### src/hw/cfww_defs.vh
// Constants for the configuration word and watchdog block
`ifndef CFWW_DEFS_VH
`define CFWW_DEFS_VH
// APB register byte offsets
`define CFWW_OFS_CFG      12'h000
`define CFWW_OFS_CTRL     12'h004
`define CFWW_OFS_CLEAR    12'h008
`define CFWW_OFS_STATUS   12'h00c
`define CFWW_OFS_COUNT    12'h010
// Configuration word field positions
`define CFWW_CFG_CP       28
`define CFWW_CFG_BWL      24
`define CFWW_CFG_PWP_HI   19
`define CFWW_CFG_PWP_LO   12
`define CFWW_CFG_DCS      3
`define CFWW_CFG_DBG_HI   1
`define CFWW_CFG_DBG_LO   0
// Reserved bits: mask and forced value
`define CFWW_CFG_RSV_MASK 32'hee_f0_0f_f4
`define CFWW_CFG_RSV_VAL  32'h6e_f0_0f_f4
// Control register fields
`define CFWW_CTRL_ON      0
`define CFWW_CTRL_PS_LO   1
`define CFWW_CTRL_PS_HI   4
// Clear key value
`define CFWW_CLR_KEY      32'h0000_5743
// Low-power oscillator tick period in ns, and system clock period in ns
`define CFWW_LOW_POWER_RC_CLOCK_NS      32000
`define CFWW_CLK_NS       100
`endif

### src/hw/cfww_tick.v
// Tick divider that stands in for the low-power oscillator
`timescale 1ns/1ps
module cfww_tick #(
  parameter DIV = 320
) (
  // Clock and reset
  input  wire clk_i,
  input  wire rst_n_i,
  // One-cycle tick out
  output reg  tick_o
);
  reg [15:0] cnt_reg; // Divider count

  // Free-running divider; runs regardless of watchdog state
  always @(posedge clk_i or negedge rst_n_i)
  begin
    if (!rst_n_i)
    begin
      cnt_reg <= 16'h0000;
      tick_o  <= 1'b0;
    end
    else if (cnt_reg == DIV[15:0] - 16'h0001)
    begin
      cnt_reg <= 16'h0000;
      tick_o  <= 1'b1;
    end
    else
    begin
      cnt_reg <= cnt_reg + 16'h0001;
      tick_o  <= 1'b0;
    end
  end
endmodule // cfww_tick

### src/hw/cfww_top.v
// Configuration word and watchdog timer with APB registers
// How it works
// - Code-protect zero blocks external flash access
// - Boot-lock zero blocks boot writes while running
// - Watchdog counts low-power clock ticks only
// - Timeout without clear resets the device
// - Postscaler selects among several timeout periods
// - Timeout during sleep wakes device
// - Enable from configuration or software control
`timescale 1ns/1ps
`include "cfww_defs.vh"
module cfww_top #(
  parameter TICK_DIV = `CFWW_LOW_POWER_RC_CLOCK_NS / `CFWW_CLK_NS, // Clocks per slow tick
  parameter BASE_TICKS = 32                          // Slow ticks per postscale unit
) (
  // Clock and reset
  input  wire        CLK_I,
  input  wire        RESETN_I,
  // APB slave
  input  wire        PSEL_I,
  input  wire        PENABLE_I,
  input  wire        PWRITE_I,
  input  wire [11:0] PADDR_I,
  input  wire [31:0] PWDATA_I,
  output reg  [31:0] PRDATA_O,
  output reg         PREADY_O,
  output reg         PSLVERR_O,
  // Programmed configuration word, loaded once after reset
  input  wire [31:0] CFG_WORD_I,
  input  wire        CFG_WDT_EN_I,
  // Power state and access requests
  input  wire        SLEEP_I,
  input  wire        PROG_ACCESS_I,
  input  wire        BOOT_WRITE_I,
  // Results
  output reg         PROG_ACCESS_OK_O,
  output reg         BOOT_WRITE_OK_O,
  output reg         WDT_RESET_O,
  output reg         WAKE_O
);
  reg        rst_s1_reg;   // Reset synchroniser stage 1
  reg        rst_n;        // Synchronised reset
  reg [31:0] cfg_reg;      // Captured configuration word
  reg        cfg_en_reg;   // Captured configuration enable
  reg        loaded_reg;   // Capture done
  reg        sw_on_reg;    // Software enable
  reg [3:0]  ps_reg;       // Postscaler select
  reg [15:0] base_reg;     // Ticks within one base unit
  reg [15:0] post_reg;     // Base units elapsed
  reg        tout_reg;     // Timeout seen, sticky until clear or disable
  wire       tick;         // Slow tick pulse
  wire       wdt_on;       // Effective enable
  wire       acc;          // APB access phase
  wire       clr_hit;      // Valid clear write
  wire [31:0] cfg_eff;     // Word with reserved bits forced

  // Divider turning the main clock into the low-power tick
  cfww_tick #(.DIV(TICK_DIV)) u_tick (
    .clk_i   (CLK_I),
    .rst_n_i (rst_n),
    .tick_o  (tick)
  );

  // Postscaler limit: 2^ps base units
  function [15:0] ps_limit;
    input [3:0] sel;
    begin
      ps_limit = 16'h0001 << sel;
    end
  endfunction

  // Reset release through two flops
  always @(posedge CLK_I or negedge RESETN_I)
  begin
    if (!RESETN_I)
    begin
      rst_s1_reg <= 1'b0;
      rst_n      <= 1'b0;
    end
    else
    begin
      rst_s1_reg <= 1'b1;
      rst_n      <= rst_s1_reg;
    end
  end

  // Reserved bits read as their fixed values regardless of programming
  assign cfg_eff = (cfg_reg & ~`CFWW_CFG_RSV_MASK) | `CFWW_CFG_RSV_VAL;
  assign wdt_on  = cfg_en_reg | sw_on_reg;
  assign acc     = PSEL_I & PENABLE_I;
  assign clr_hit = acc & PWRITE_I & (PADDR_I == `CFWW_OFS_CLEAR) &
                   (PWDATA_I == `CFWW_CLR_KEY);

  // Capture of the configuration word after reset release
  always @(posedge CLK_I or negedge rst_n)
  begin
    if (!rst_n)
    begin
      cfg_reg    <= 32'h0000_0000;
      cfg_en_reg <= 1'b0;
      loaded_reg <= 1'b0;
    end
    else if (!loaded_reg)
    begin
      cfg_reg    <= CFG_WORD_I;
      cfg_en_reg <= CFG_WDT_EN_I;
      loaded_reg <= 1'b1;
    end
  end

  // Access gates; protected until the word is loaded
  always @(posedge CLK_I or negedge rst_n)
  begin
    if (!rst_n)
    begin
      PROG_ACCESS_OK_O <= 1'b0;
      BOOT_WRITE_OK_O  <= 1'b0;
    end
    else
    begin
      PROG_ACCESS_OK_O <= PROG_ACCESS_I & loaded_reg & cfg_reg[`CFWW_CFG_CP];
      BOOT_WRITE_OK_O  <= BOOT_WRITE_I & loaded_reg & cfg_reg[`CFWW_CFG_BWL];
    end
  end

  // Watchdog counter, ticked only by the slow clock
  always @(posedge CLK_I or negedge rst_n)
  begin
    if (!rst_n)
    begin
      base_reg    <= 16'h0000;
      post_reg    <= 16'h0000;
      tout_reg    <= 1'b0;
      WDT_RESET_O <= 1'b0;
      WAKE_O      <= 1'b0;
    end
    else
    begin
      WDT_RESET_O <= 1'b0;
      WAKE_O      <= 1'b0;
      if (!wdt_on || clr_hit)
      begin
        // Disabled or cleared: full period restarts
        base_reg <= 16'h0000;
        post_reg <= 16'h0000;
        tout_reg <= 1'b0;
      end
      else if (tick)
      begin
        if (base_reg == BASE_TICKS[15:0] - 16'h0001)
        begin
          base_reg <= 16'h0000;
          // Compare with >= so a postscale lowered mid-count still times out
          if (post_reg >= ps_limit(ps_reg) - 16'h0001)
          begin
            post_reg <= 16'h0000;
            tout_reg <= 1'b1;
            if (SLEEP_I)
              WAKE_O <= 1'b1;
            else
              WDT_RESET_O <= 1'b1;
          end
          else
            post_reg <= post_reg + 16'h0001;
        end
        else
          base_reg <= base_reg + 16'h0001;
      end
    end
  end

  // APB writes and read data; zero wait states
  always @(posedge CLK_I or negedge rst_n)
  begin
    if (!rst_n)
    begin
      sw_on_reg <= 1'b0;
      ps_reg    <= 4'h0;
      PRDATA_O  <= 32'h0000_0000;
      PREADY_O  <= 1'b0;
      PSLVERR_O <= 1'b0;
    end
    else
    begin
      PREADY_O  <= PSEL_I & ~PENABLE_I;
      PSLVERR_O <= 1'b0;
      if (PSEL_I & ~PENABLE_I)
      begin
        case (PADDR_I)
          `CFWW_OFS_CFG:    PRDATA_O <= cfg_eff;
          `CFWW_OFS_CTRL:   PRDATA_O <= {27'h0, ps_reg, sw_on_reg};
          `CFWW_OFS_STATUS: PRDATA_O <= {29'h0, tout_reg, cfg_en_reg, wdt_on};
          `CFWW_OFS_COUNT:  PRDATA_O <= {post_reg, base_reg};
          `CFWW_OFS_CLEAR:  PRDATA_O <= 32'h0000_0000;
          default:
          begin
            PRDATA_O  <= 32'h0000_0000;
            PSLVERR_O <= 1'b1; // Unmapped address
          end
        endcase
      end
      if (acc & PWRITE_I & (PADDR_I == `CFWW_OFS_CTRL))
      begin
        sw_on_reg <= PWDATA_I[`CFWW_CTRL_ON];
        ps_reg    <= PWDATA_I[`CFWW_CTRL_PS_HI:`CFWW_CTRL_PS_LO];
      end
    end
  end
endmodule // cfww_top

### config.mk
export PLATFORM = sky130hd
export DESIGN_NAME = cfww_top
export DESIGN_NICKNAME = d
export VERILOG_FILES = /design/src/hw/cfww_tick.v /design/src/hw/cfww_top.v
export VERILOG_INCLUDE_DIRS = /design/src /design/src/hw
export SDC_FILE = /design/constraint.sdc
export NUM_CORES = 1
export LEC_CHECK = 0
export BUFFER_PORTS_ARGS = -buffer_cell sky130_fd_sc_hd__buf_2
export CORE_MARGIN = 2
export CORE_UTILIZATION = 50
export DETAILED_ROUTE_END_ITERATION = 12
export HOLD_SLACK_MARGIN = 0.06
export PLACE_DENSITY = 0.83
export SETUP_SLACK_MARGIN = 0.05
export SLEW_MARGIN = 20
export SYNTH_ARGS = -nofsm -noshare
export SYNTH_HDL_FRONTEND = slang
export SYNTH_SLANG_ARGS = --single-unit
### constraint.sdc
create_clock -name CLK_I -period 9.6 [get_ports CLK_I]
set_clock_uncertainty 0.05 [all_clocks]
set_input_delay 0.96 -clock CLK_I [delete_from_list [all_inputs] [get_ports CLK_I]]
set_output_delay 0.96 -clock CLK_I [all_outputs]
set_load 0.1 [all_outputs]
==> results.sh, run 1 <==
export IMPL_status="completed"
export IMPL_critPathCapture="post_reg[5]$_DFFE_PN0P_"
export IMPL_synth_top_area_share=0.493
export IMPL_gr_total_overflow=0
export IMPL_path_max_fanout=19
export IMPL_die_x_um=110
export IMPL_grt_pass1_vias=4705
export IMPL_start_util=0.513
export IMPL_hpwl_um=9880
export IMPL_async_flop_share=1.00
export IMPL_synth_area_leaders="dfrtp_1 49%, ha_1 4.5%, nand2_1 4.4%"
export IMPL_max_freq_mhz=250
export IMPL_synthCells=582
export IMPL_synth_ff_latch_count=110
export IMPL_synth_area_um2=5590
export IMPL_io_pins=123
export IMPL_critical_path_startpoint_type="flip-flop"
export IMPL_vias=4871
export IMPL_clock_root_buffer="clkbuf_8"
export IMPL_rr_startpoint="ps_reg[2]$_DFFE_PN0P_"
export IMPL_layout_nets=775
export IMPL_tns_ns=0
export IMPL_worstSetupPathType="reg -> reg"
export IMPL_clk_latency_ns=0.37
export IMPL_cts_tree="built"
export IMPL_cp_num_buf_inv=1
export IMPL_drt_pass1_iterations=4
export IMPL_worst_pin_slew_ns=0.968
export IMPL_largest_reg_flops=32
export IMPL_peakVddDrop_mv=0.0871
export IMPL_cap_violations=0
export IMPL_drc=0
export IMPL_rsz0062_at_grt="no"
export IMPL_synth_top_cells_by_count="110 x dfrtp_1, 66 x nand2_1, 48 x a21oi_1"
export IMPL_post_cts_buffers=0
export IMPL_htreeDepth=3
export IMPL_hp_class="reg -> async"
export IMPL_die_height_um=110
export IMPL_antenna_found_initial=0
export IMPL_routed_via_density=5.98
export IMPL_row_count=38
export IMPL_path_depth=14
export IMPL_powerDensity_nw_per_um2=132
export IMPL_synth_edf_count=0
export IMPL_relSlewSlack=0.355
export IMPL_synth_most_common_cell="dfrtp_1"
export IMPL_routed_wl_um=13500
export IMPL_leakagePower_uw=0.00293
export IMPL_r2r_setup_slack_ns=5.61
export IMPL_synth_top_area_cell="dfrtp_1"
export IMPL_postRouteAntennaNets=0
export IMPL_cts_resized=0
export IMPL_drive_above_1_share=0.221
export IMPL_largest_register="PRDATA_O"
export IMPL_cp_slowest_cell="dfrtp_1"
export IMPL_ys_types=50
export IMPL_startpoint="ps_reg[2]$_DFFE_PN0P_"
export IMPL_reg2reg_depth=14
export IMPL_end_kind="flip-flop"
export IMPL_postSynthAreaPerCell_um2=9.60
export IMPL_dieArea_um2=12000
export IMPL_place_ws_ns=5.73
export IMPL_grt_max_degree=63
export IMPL_cts_hold_buffers=0
export IMPL_wl_per_cell_um=16.5
export IMPL_final_util=0.587
export IMPL_yosys_warnings=0
export IMPL_critPathRequiredTime_ns=9.80
export IMPL_first_iter_violations=309
export IMPL_ys_flop_type="dfrtp_1"
export IMPL_path_cells="nor3_1, nand2b_1, ha_1, or2_2, o21ai_0, a32oi_1, ha_1, nand2_1, or3_1, o221ai_1, a211oi_1, o21ai_0, buf_4, a21oi_1"
export IMPL_worstPathArrival_ns=4.20
export IMPL_layout_min_cycle_time_ns=3.99
export IMPL_slowest_delay_ns=0.61
export IMPL_path_delay_family="simple AND/OR/NAND/NOR gates"
export IMPL_slew_viol_final=0
export IMPL_clock_sinks=110
export IMPL_cts_clk_slew_worst_paths_ns=0.11
export IMPL_post_route_period_util=0.416
export IMPL_grt_usage=0.236
export IMPL_portBuffers=103
export IMPL_grt_pass1_wl_um=22200
export IMPL_cts_buffers_inserted=9
export IMPL_reg2reg_to="post_reg[5]$_DFFE_PN0P_"
export IMPL_diodes=0
export IMPL_place_congestion=0.903
export IMPL_core_area_um2=10900
export IMPL_cts_buffer_depth=2
export IMPL_fin_ws_ns=5.61
export IMPL_ys_seq_area_frac=0.493
export IMPL_report_final_setup_viol=0
export IMPL_area_growth_synth_to_final_pct=14.4
export IMPL_hold_viol=0
-- cell families (layout without fill, tap and decap cells) --
logic type,count (synthesis),after routing,synth area share
multiplexers,23,23,0.0455
other,1,3,0.000671
buffers and inverters,47,138,0.0325
AND/OR/NAND/NOR,221,221,0.199
XOR/XNOR,22,22,0.0345
flip-flops,110,110,0.493
adder cells (fa/ha/maj),20,20,0.0448
AO/OA/AOI/OAI,138,138,0.151
-- layer usage --
layer / vias up / GRT usage / share of wire
li1: 2287 / - / -
met5: - / 0 / 0
met4: 0 / 0.0741 / 0.022
met3: 30 / 0.0415 / 0.079
met1: 2343 / 0.317 / 0.43
met2: 211 / 0.391 / 0.47
-- worst min-delay path by stage --
stage,startpoint,to,cells after the start
finish,rst_n$_DFF_PN0_,ps_reg[1]$_DFFE_PN0P_,0
global route,RESETN_I,rst_n$_DFF_PN0_,1
CTS,RESETN_I,rst_n$_DFF_PN0_,1
detailed placement,rst_s1_reg$_DFF_PN0_,rst_n$_DFF_PN0_,0
global placement,rst_s1_reg$_DFF_PN0_,rst_n$_DFF_PN0_,0
floorplan,rst_s1_reg$_DFF_PN0_,rst_n$_DFF_PN0_,0
-- power breakdown --
group          internal, µW  switching, µW
registers               474           13.7
logic                  27.9           60.4
clock network           106            163
-- area by class of cell --
class	instances	area, µm²
multi-input cells	427	2670
repair buffers	107	546
fillers	939	4500
flip-flops and latches	110	2760
clock buffers	10	138
well taps	140	175
inverters	15	56.3
clock inverters	6	56.3
-- through the flow --
stage	total power (µW)	instance area [µm²]	hold WS, ns	cells
6_report	846	6390	0.290	815
5_1_grt	879	6390	0.296	815
4_1_cts	852	6390	0.300	815
3_5_place_dp	586	6200	0.300	799
3_3_place_gp	582	6200	0.284	799
2_1_floorplan	553	5600	0.281	584
-- layout by cell type (no fill, tap or decap), types with 5 or more instances in the layout --
master	instances
ha_1	20
buf_2	103
nand4_1	12
a21oi_1	48
clkbuf_8	10
a221oi_1	7
nand2_1	66
o21ai_0	43
or3_1	7
and3_1	10
dfrtp_1	109
or4_1	15
xnor2_1	9
inv_1	15
o31ai_1	12
nor2_1	45
mux2_2	19
nor4_1	11
nand3_1	21
nor3_1	11
a22oi_1	6
xor2_1	13
nand2b_1	5
No activity file was read; power rests on OpenSTA's default activity.
==> inputs of run 2 (changes only) <==
clock period = 4.05 ns   (was 9.6 ns; I/O delays follow)
==> run 2 against run 1 <==
Net effect:
- die area did not move
- worst hold slack got worse by 0.15 ns
- first-iteration DRC count fell by 7.8%
- wire length rose by 0.13%
- combinational power rose by 140%
- sequential share of layout area fell by 0.42 points
- worst setup slack got worse by 5.2 ns
- fmax rose by 10%
- cell area rose by 0.98%
- non-clock buffer count rose by 9
- critical path depth did not move
- critical path type unchanged
- largest cell class unchanged
==> results.sh, run 2 (synthesized netlist as in run 1, its figures left out) <==
export IMPL_max_freq_mhz=276
export IMPL_worst_pin_slew_ns=0.991
export IMPL_cts_buffer_depth=2
export IMPL_cts_hold_buffers=1
export IMPL_grt_pass1_wl_um=21900
export IMPL_critical_path_startpoint_type="flip-flop"
export IMPL_r2r_setup_slack_ns=0.42
export IMPL_hpwl_um=9770
export IMPL_postRouteAntennaNets=0
export IMPL_worstSetupPathType="reg -> reg"
export IMPL_cts_buffers_inserted=9
export IMPL_layout_min_cycle_time_ns=3.63
export IMPL_rsz0062_at_grt="no"
export IMPL_hold_end="WDT_RESET_O$_DFF_PN0_"
export IMPL_drc=0
export IMPL_slew_viol_final=0
export IMPL_area_growth_synth_to_final_pct=15.5
export IMPL_path_cells="nor3_1, nand2b_1, ha_1, or2_2, o21ai_0, a32oi_1, ha_1, nand2_1, or3_1, o221ai_1, a211oi_1, o21ai_0, buf_4, a21oi_1"
export IMPL_grt_max_degree=85
export IMPL_cp_slowest_cell="dfrtp_1"
export IMPL_grt_usage=0.234
export IMPL_fin_area_um2=6450
export IMPL_final_cell_mix="109 x dfrtp_1, 103 x buf_2, 66 x nand2_1, 48 x a21oi_1, 44 x nor2_1"
export IMPL_largest_reg_flops=32
export IMPL_drive_above_1_share=0.227
export IMPL_post_cts_buffers=0
export IMPL_critPathRequiredTime_ns=4.25
export IMPL_hold_path_depth=2
export IMPL_clock_sinks=110
export IMPL_hp_class="in -> reg"
export IMPL_cap_violations=0
export IMPL_placed_area_um2=6250
export IMPL_first_iter_violations=285
export IMPL_core_area_um2=10900
export IMPL_layout_nets=784
export IMPL_grt_pass1_vias=4660
export IMPL_cts_tree="built"
export IMPL_portBuffers=103
export IMPL_clock_root_buffer="clkbuf_8"
export IMPL_clk_latency_ns=0.37
export IMPL_post_route_period_util=0.896
export IMPL_routed_wl_um=13500
export IMPL_min_delay_start="SLEEP_I"
export IMPL_rr_startpoint="ps_reg[3]$_DFFE_PN0P_"
export IMPL_report_final_setup_viol=0
export IMPL_start_util=0.513
export IMPL_io_pins=123
export IMPL_path_max_fanout=13
export IMPL_layout_commonest_cell="dfrtp_1"
export IMPL_peakVddDrop_mv=0.189
export IMPL_hold_viol=0
export IMPL_die_x_um=110
export IMPL_row_count=38
export IMPL_cts_clk_slew_worst_paths_ns=0.11
export IMPL_status="completed"
export IMPL_reg2reg_to="post_reg[14]$_DFFE_PN0P_"
export IMPL_dieArea_um2=12000
export IMPL_tns_ns=0
export IMPL_htreeDepth=3
export IMPL_relSlewSlack=0.339
export IMPL_antenna_found_initial=0
export IMPL_largest_register="PRDATA_O"
export IMPL_die_height_um=110
export IMPL_worstPathArrival_ns=3.83
export IMPL_diodes=0
export IMPL_cts_resized=0
export IMPL_gr_total_overflow=0
export IMPL_end_kind="flip-flop"
export IMPL_place_congestion=0.852
export IMPL_routed_via_density=5.92
export IMPL_wl_per_cell_um=16.4
export IMPL_slowest_delay_ns=0.40
export IMPL_num_fill_cells=926
export IMPL_vias=4876
export IMPL_drt_pass1_iterations=5
export IMPL_reg2reg_depth=14
export IMPL_powerDensity_nw_per_um2=307
export IMPL_leakagePower_uw=0.00297
## run 2: worst max path at each step
stage / startpoint / endpoint / slack, ns / cells past startpoint
after floorplan: ps_reg[2]$_DFFE_PN0P_ / post_reg[11]$_DFFE_PN0P_ / 0.39 / 16
after global placement: ps_reg[3]$_DFFE_PN0P_ / post_reg[14]$_DFFE_PN0P_ / 0.68 / 14
after detailed placement: ps_reg[3]$_DFFE_PN0P_ / post_reg[8]$_DFFE_PN0P_ / 0.56 / 14
after CTS: ps_reg[3]$_DFFE_PN0P_ / post_reg[14]$_DFFE_PN0P_ / 0.46 / 14
after global routing: ps_reg[3]$_DFFE_PN0P_ / post_reg[6]$_DFFE_PN0P_ / 0.22 / 14
final: ps_reg[3]$_DFFE_PN0P_ / post_reg[14]$_DFFE_PN0P_ / 0.42 / 14
## run 2: final cells by class
type / count / area (µm²) / share of cell area
sequential: 110 / 2760 / 0.427
multi-input combinational: 427 / 2670 / 0.413
timing repair buffer: 116 / 628 / 0.0973
tap: 140 / 175 / 0.0271
clock buffer: 10 / 128 / 0.0198
inverter: 15 / 56.3 / 0.00872
clock inverter: 5 / 45.0 / 0.00698
## run 2: critical path: cells and delay by family (launching register included)
kind                       cells  cell delay [ns]
AOI/OAI and AO/OA              6             0.99
adders and majority gates      2             0.61
buffers and inverters          1             0.23
DFF                            1             0.40
and+or+nand+nor                5             1.21
## run 2: stage by stage
stage,hold slack (ns),worst slack (ns),cells,total power (µW),utilization
final,0.145,0.420,823,1980,0.593
after global routing,0.139,0.216,823,2060,0.593
after CTS,0.136,0.456,822,1990,0.591
after detailed placement,0.143,0.562,806,1390,0.574
after global placement,0.141,0.676,806,1380,0.574
after floorplan,0.0594,0.390,584,1310,-
## run 2: power by group
group	internal, µW	leakage, µW	switching, µW
Clock	229	0.0000844	377
Sequential	1120	0.00147	33.7
Combinational	70.2	0.00141	145
## run 2: metal layers
layer	part of all wire	track usage	vias up	routed length, µm
met4	0.014	0.0633	0	191
met3	0.082	0.0498	19	1110
met1	0.44	0.323	2357	5880
met2	0.47	0.376	198	6300
met5	0	0	-	0
li1	-	-	2302	-
==> inputs of run 3 (changes only) <==
CORE_UTILIZATION = 40   (was 50)
PLACE_DENSITY = 0.71   (was 0.83)
==> run 3 against run 2 <==
Net effect:
- via count decreased by 1.8%
- cell count grew 4.7%
- register-to-register slack better by 0.11 ns
- utilization fell by 11 points
- total power grew 12%
- critical endpoint is now post_reg[8]$_DFFE_PN0P_
==> results.sh, run 3 (synthesized netlist as in run 1, its figures left out) <==
export IMPL_path_max_fanout=13
export IMPL_cts_buffer_depth=2
export IMPL_portBuffers=103
export IMPL_drive_above_1_share=0.226
export IMPL_largest_register="PRDATA_O"
export IMPL_register_area_um2=2760
export IMPL_powerDensity_nw_per_um2=335
export IMPL_routed_via_density=5.56
export IMPL_postRouteAntennaNets=0
export IMPL_relSlewSlack=0.493
export IMPL_peakVddDrop_mv=0.228
export IMPL_vias=4789
export IMPL_final_cell_mix="109 x dfrtp_1, 103 x buf_2, 66 x nand2_1, 48 x a21oi_1, 45 x nor2_1"
export IMPL_worst_pin_slew_ns=0.761
export IMPL_hpwl_um=9990
export IMPL_critPathRequiredTime_ns=4.22
export IMPL_htreeDepth=3
export IMPL_layout_min_cycle_time_ns=3.52
export IMPL_worstSetupPathType="reg -> reg"
export IMPL_cts_hold_buffers=1
export IMPL_grt_pass1_vias=4551
export IMPL_max_freq_mhz=284
export IMPL_cts_tree="built"
export IMPL_hold_viol=0
export IMPL_tns_ns=0
export IMPL_fin_ws_ns=0.532
export IMPL_diodes=0
export IMPL_routed_wl_um=13600
export IMPL_drc=0
export IMPL_layout_nets=783
export IMPL_antenna_found_initial=0
export IMPL_pwr_share_comb=0.098
export IMPL_fin_area_um2=6590
export IMPL_p_sw_frac=0.263
export IMPL_post_route_period_util=0.869
export IMPL_clk_latency_ns=0.35
export IMPL_grt_pass1_wl_um=22400
export IMPL_clock_sinks=110
export IMPL_grt_max_degree=53
export IMPL_rsz0062_at_grt="no"
export IMPL_hp_class="reg -> async"
export IMPL_place_ws_ns=0.591
export IMPL_pwr_share_clk=0.381
export IMPL_p_switching_uw=581
export IMPL_io_pins=123
export IMPL_status="completed"
export IMPL_cts_resized=0
export IMPL_report_final_setup_viol=0
export IMPL_leakagePower_uw=0.00300
export IMPL_end_kind="flip-flop"
export IMPL_area_growth_synth_to_final_pct=18.0
export IMPL_grt_usage=0.189
export IMPL_cts_buffers_inserted=9
export IMPL_die_x_um=122
export IMPL_start_util=0.406
export IMPL_slew_viol_final=0
export IMPL_wl_per_cell_um=15.8
export IMPL_largest_reg_flops=32
export IMPL_cts_clk_slew_worst_paths_ns=0.07
export IMPL_total_power_uw=2210
export IMPL_placed_area_um2=6300
export IMPL_die_height_um=122
export IMPL_layout_commonest_cell="dfrtp_1"
export IMPL_post_cts_buffers=0
export IMPL_num_fill_cells=1303
export IMPL_final_util=0.479
export IMPL_seqPwrFrac=0.521
export IMPL_drt_pass1_iterations=5
export IMPL_worstPathArrival_ns=3.69
export IMPL_cap_violations=0
export IMPL_dieArea_um2=14900
export IMPL_clock_root_buffer="clkbuf_16"
export IMPL_core_area_um2=13800
export IMPL_multiInputGateArea_um2=2660
export IMPL_intPower_uw=1630
export IMPL_critical_path_startpoint_type="flip-flop"
export IMPL_place_congestion=0.891
export IMPL_row_count=43
export IMPL_first_iter_violations=343
export IMPL_gr_total_overflow=0
[run 3: path summary, 6_finish.rpt]
path,start,depth (start not counted),slack (ns),end
worst max-delay path,ps_reg[3]$_DFFE_PN0P_,14,0.53,post_reg[8]$_DFFE_PN0P_
worst min-delay path,rst_n$_DFF_PN0_,0,0.18,ps_reg[0]$_DFFE_PN0P_
worst max register to register,ps_reg[3]$_DFFE_PN0P_,14,0.53,post_reg[8]$_DFFE_PN0P_
worst min register to register,rst_n$_DFF_PN0_,0,0.18,ps_reg[0]$_DFFE_PN0P_
max in group asynchronous,rst_n$_DFF_PN0_,1,2.83,cfg_reg[12]$_DFFE_PN0N_
min in group CLK_I,SLEEP_I,2,0.18,WDT_RESET_O$_DFF_PN0_
[run 3: final cells by class]
class                           instances  area share
Timing Repair Buffer                  115      0.0922
Sequential cell                       110       0.418
Inverter                               15     0.00854
Tap cell                              180      0.0342
Multi-Input combinational cell        427       0.404
Clock buffer                           10      0.0362
Clock inverter                          5     0.00664
[run 3: power by group through the flow]
stage,logic [µW],clock network (µW),registers (µW)
after detailed placement,217,0,1170
after global routing,236,904,1160
final,217,842,1150
after CTS,218,861,1150
after global placement,211,0,1170
after floorplan,79.7,0,1230
[run 3: metal layers]
metal / up-vias / wire length, µm / global-route usage
li1: 2304 / - / -
met1: 2280 / 6420 / 0.278
met2: 191 / 6060 / 0.289
met3: 14 / 964 / 0.0323
met4: 0 / 167 / 0.0496
met5: - / 0 / 0
[run 3: worst max-delay path: stages, from the launching register on]
cell,delay (ns)
dfrtp_1,0.39
nor3_1,0.37
nand2b_1,0.14
ha_1,0.32
or2_2,0.34
o21ai_0,0.16
a32oi_1,0.13
ha_1,0.29
nand2_1,0.06
or3_1,0.31
o221ai_1,0.25
a211oi_1,0.15
o21ai_0,0.17
buf_4,0.22
a21oi_1,0.06
[run 3: through the flow]
stage | hold slack [ns] | instances
4_1_cts | 0.168 | 862
5_1_grt | 0.172 | 862
3_5_place_dp | 0.143 | 846
2_1_floorplan | 0.0594 | 584
3_3_place_gp | 0.141 | 846
6_report | 0.179 | 862
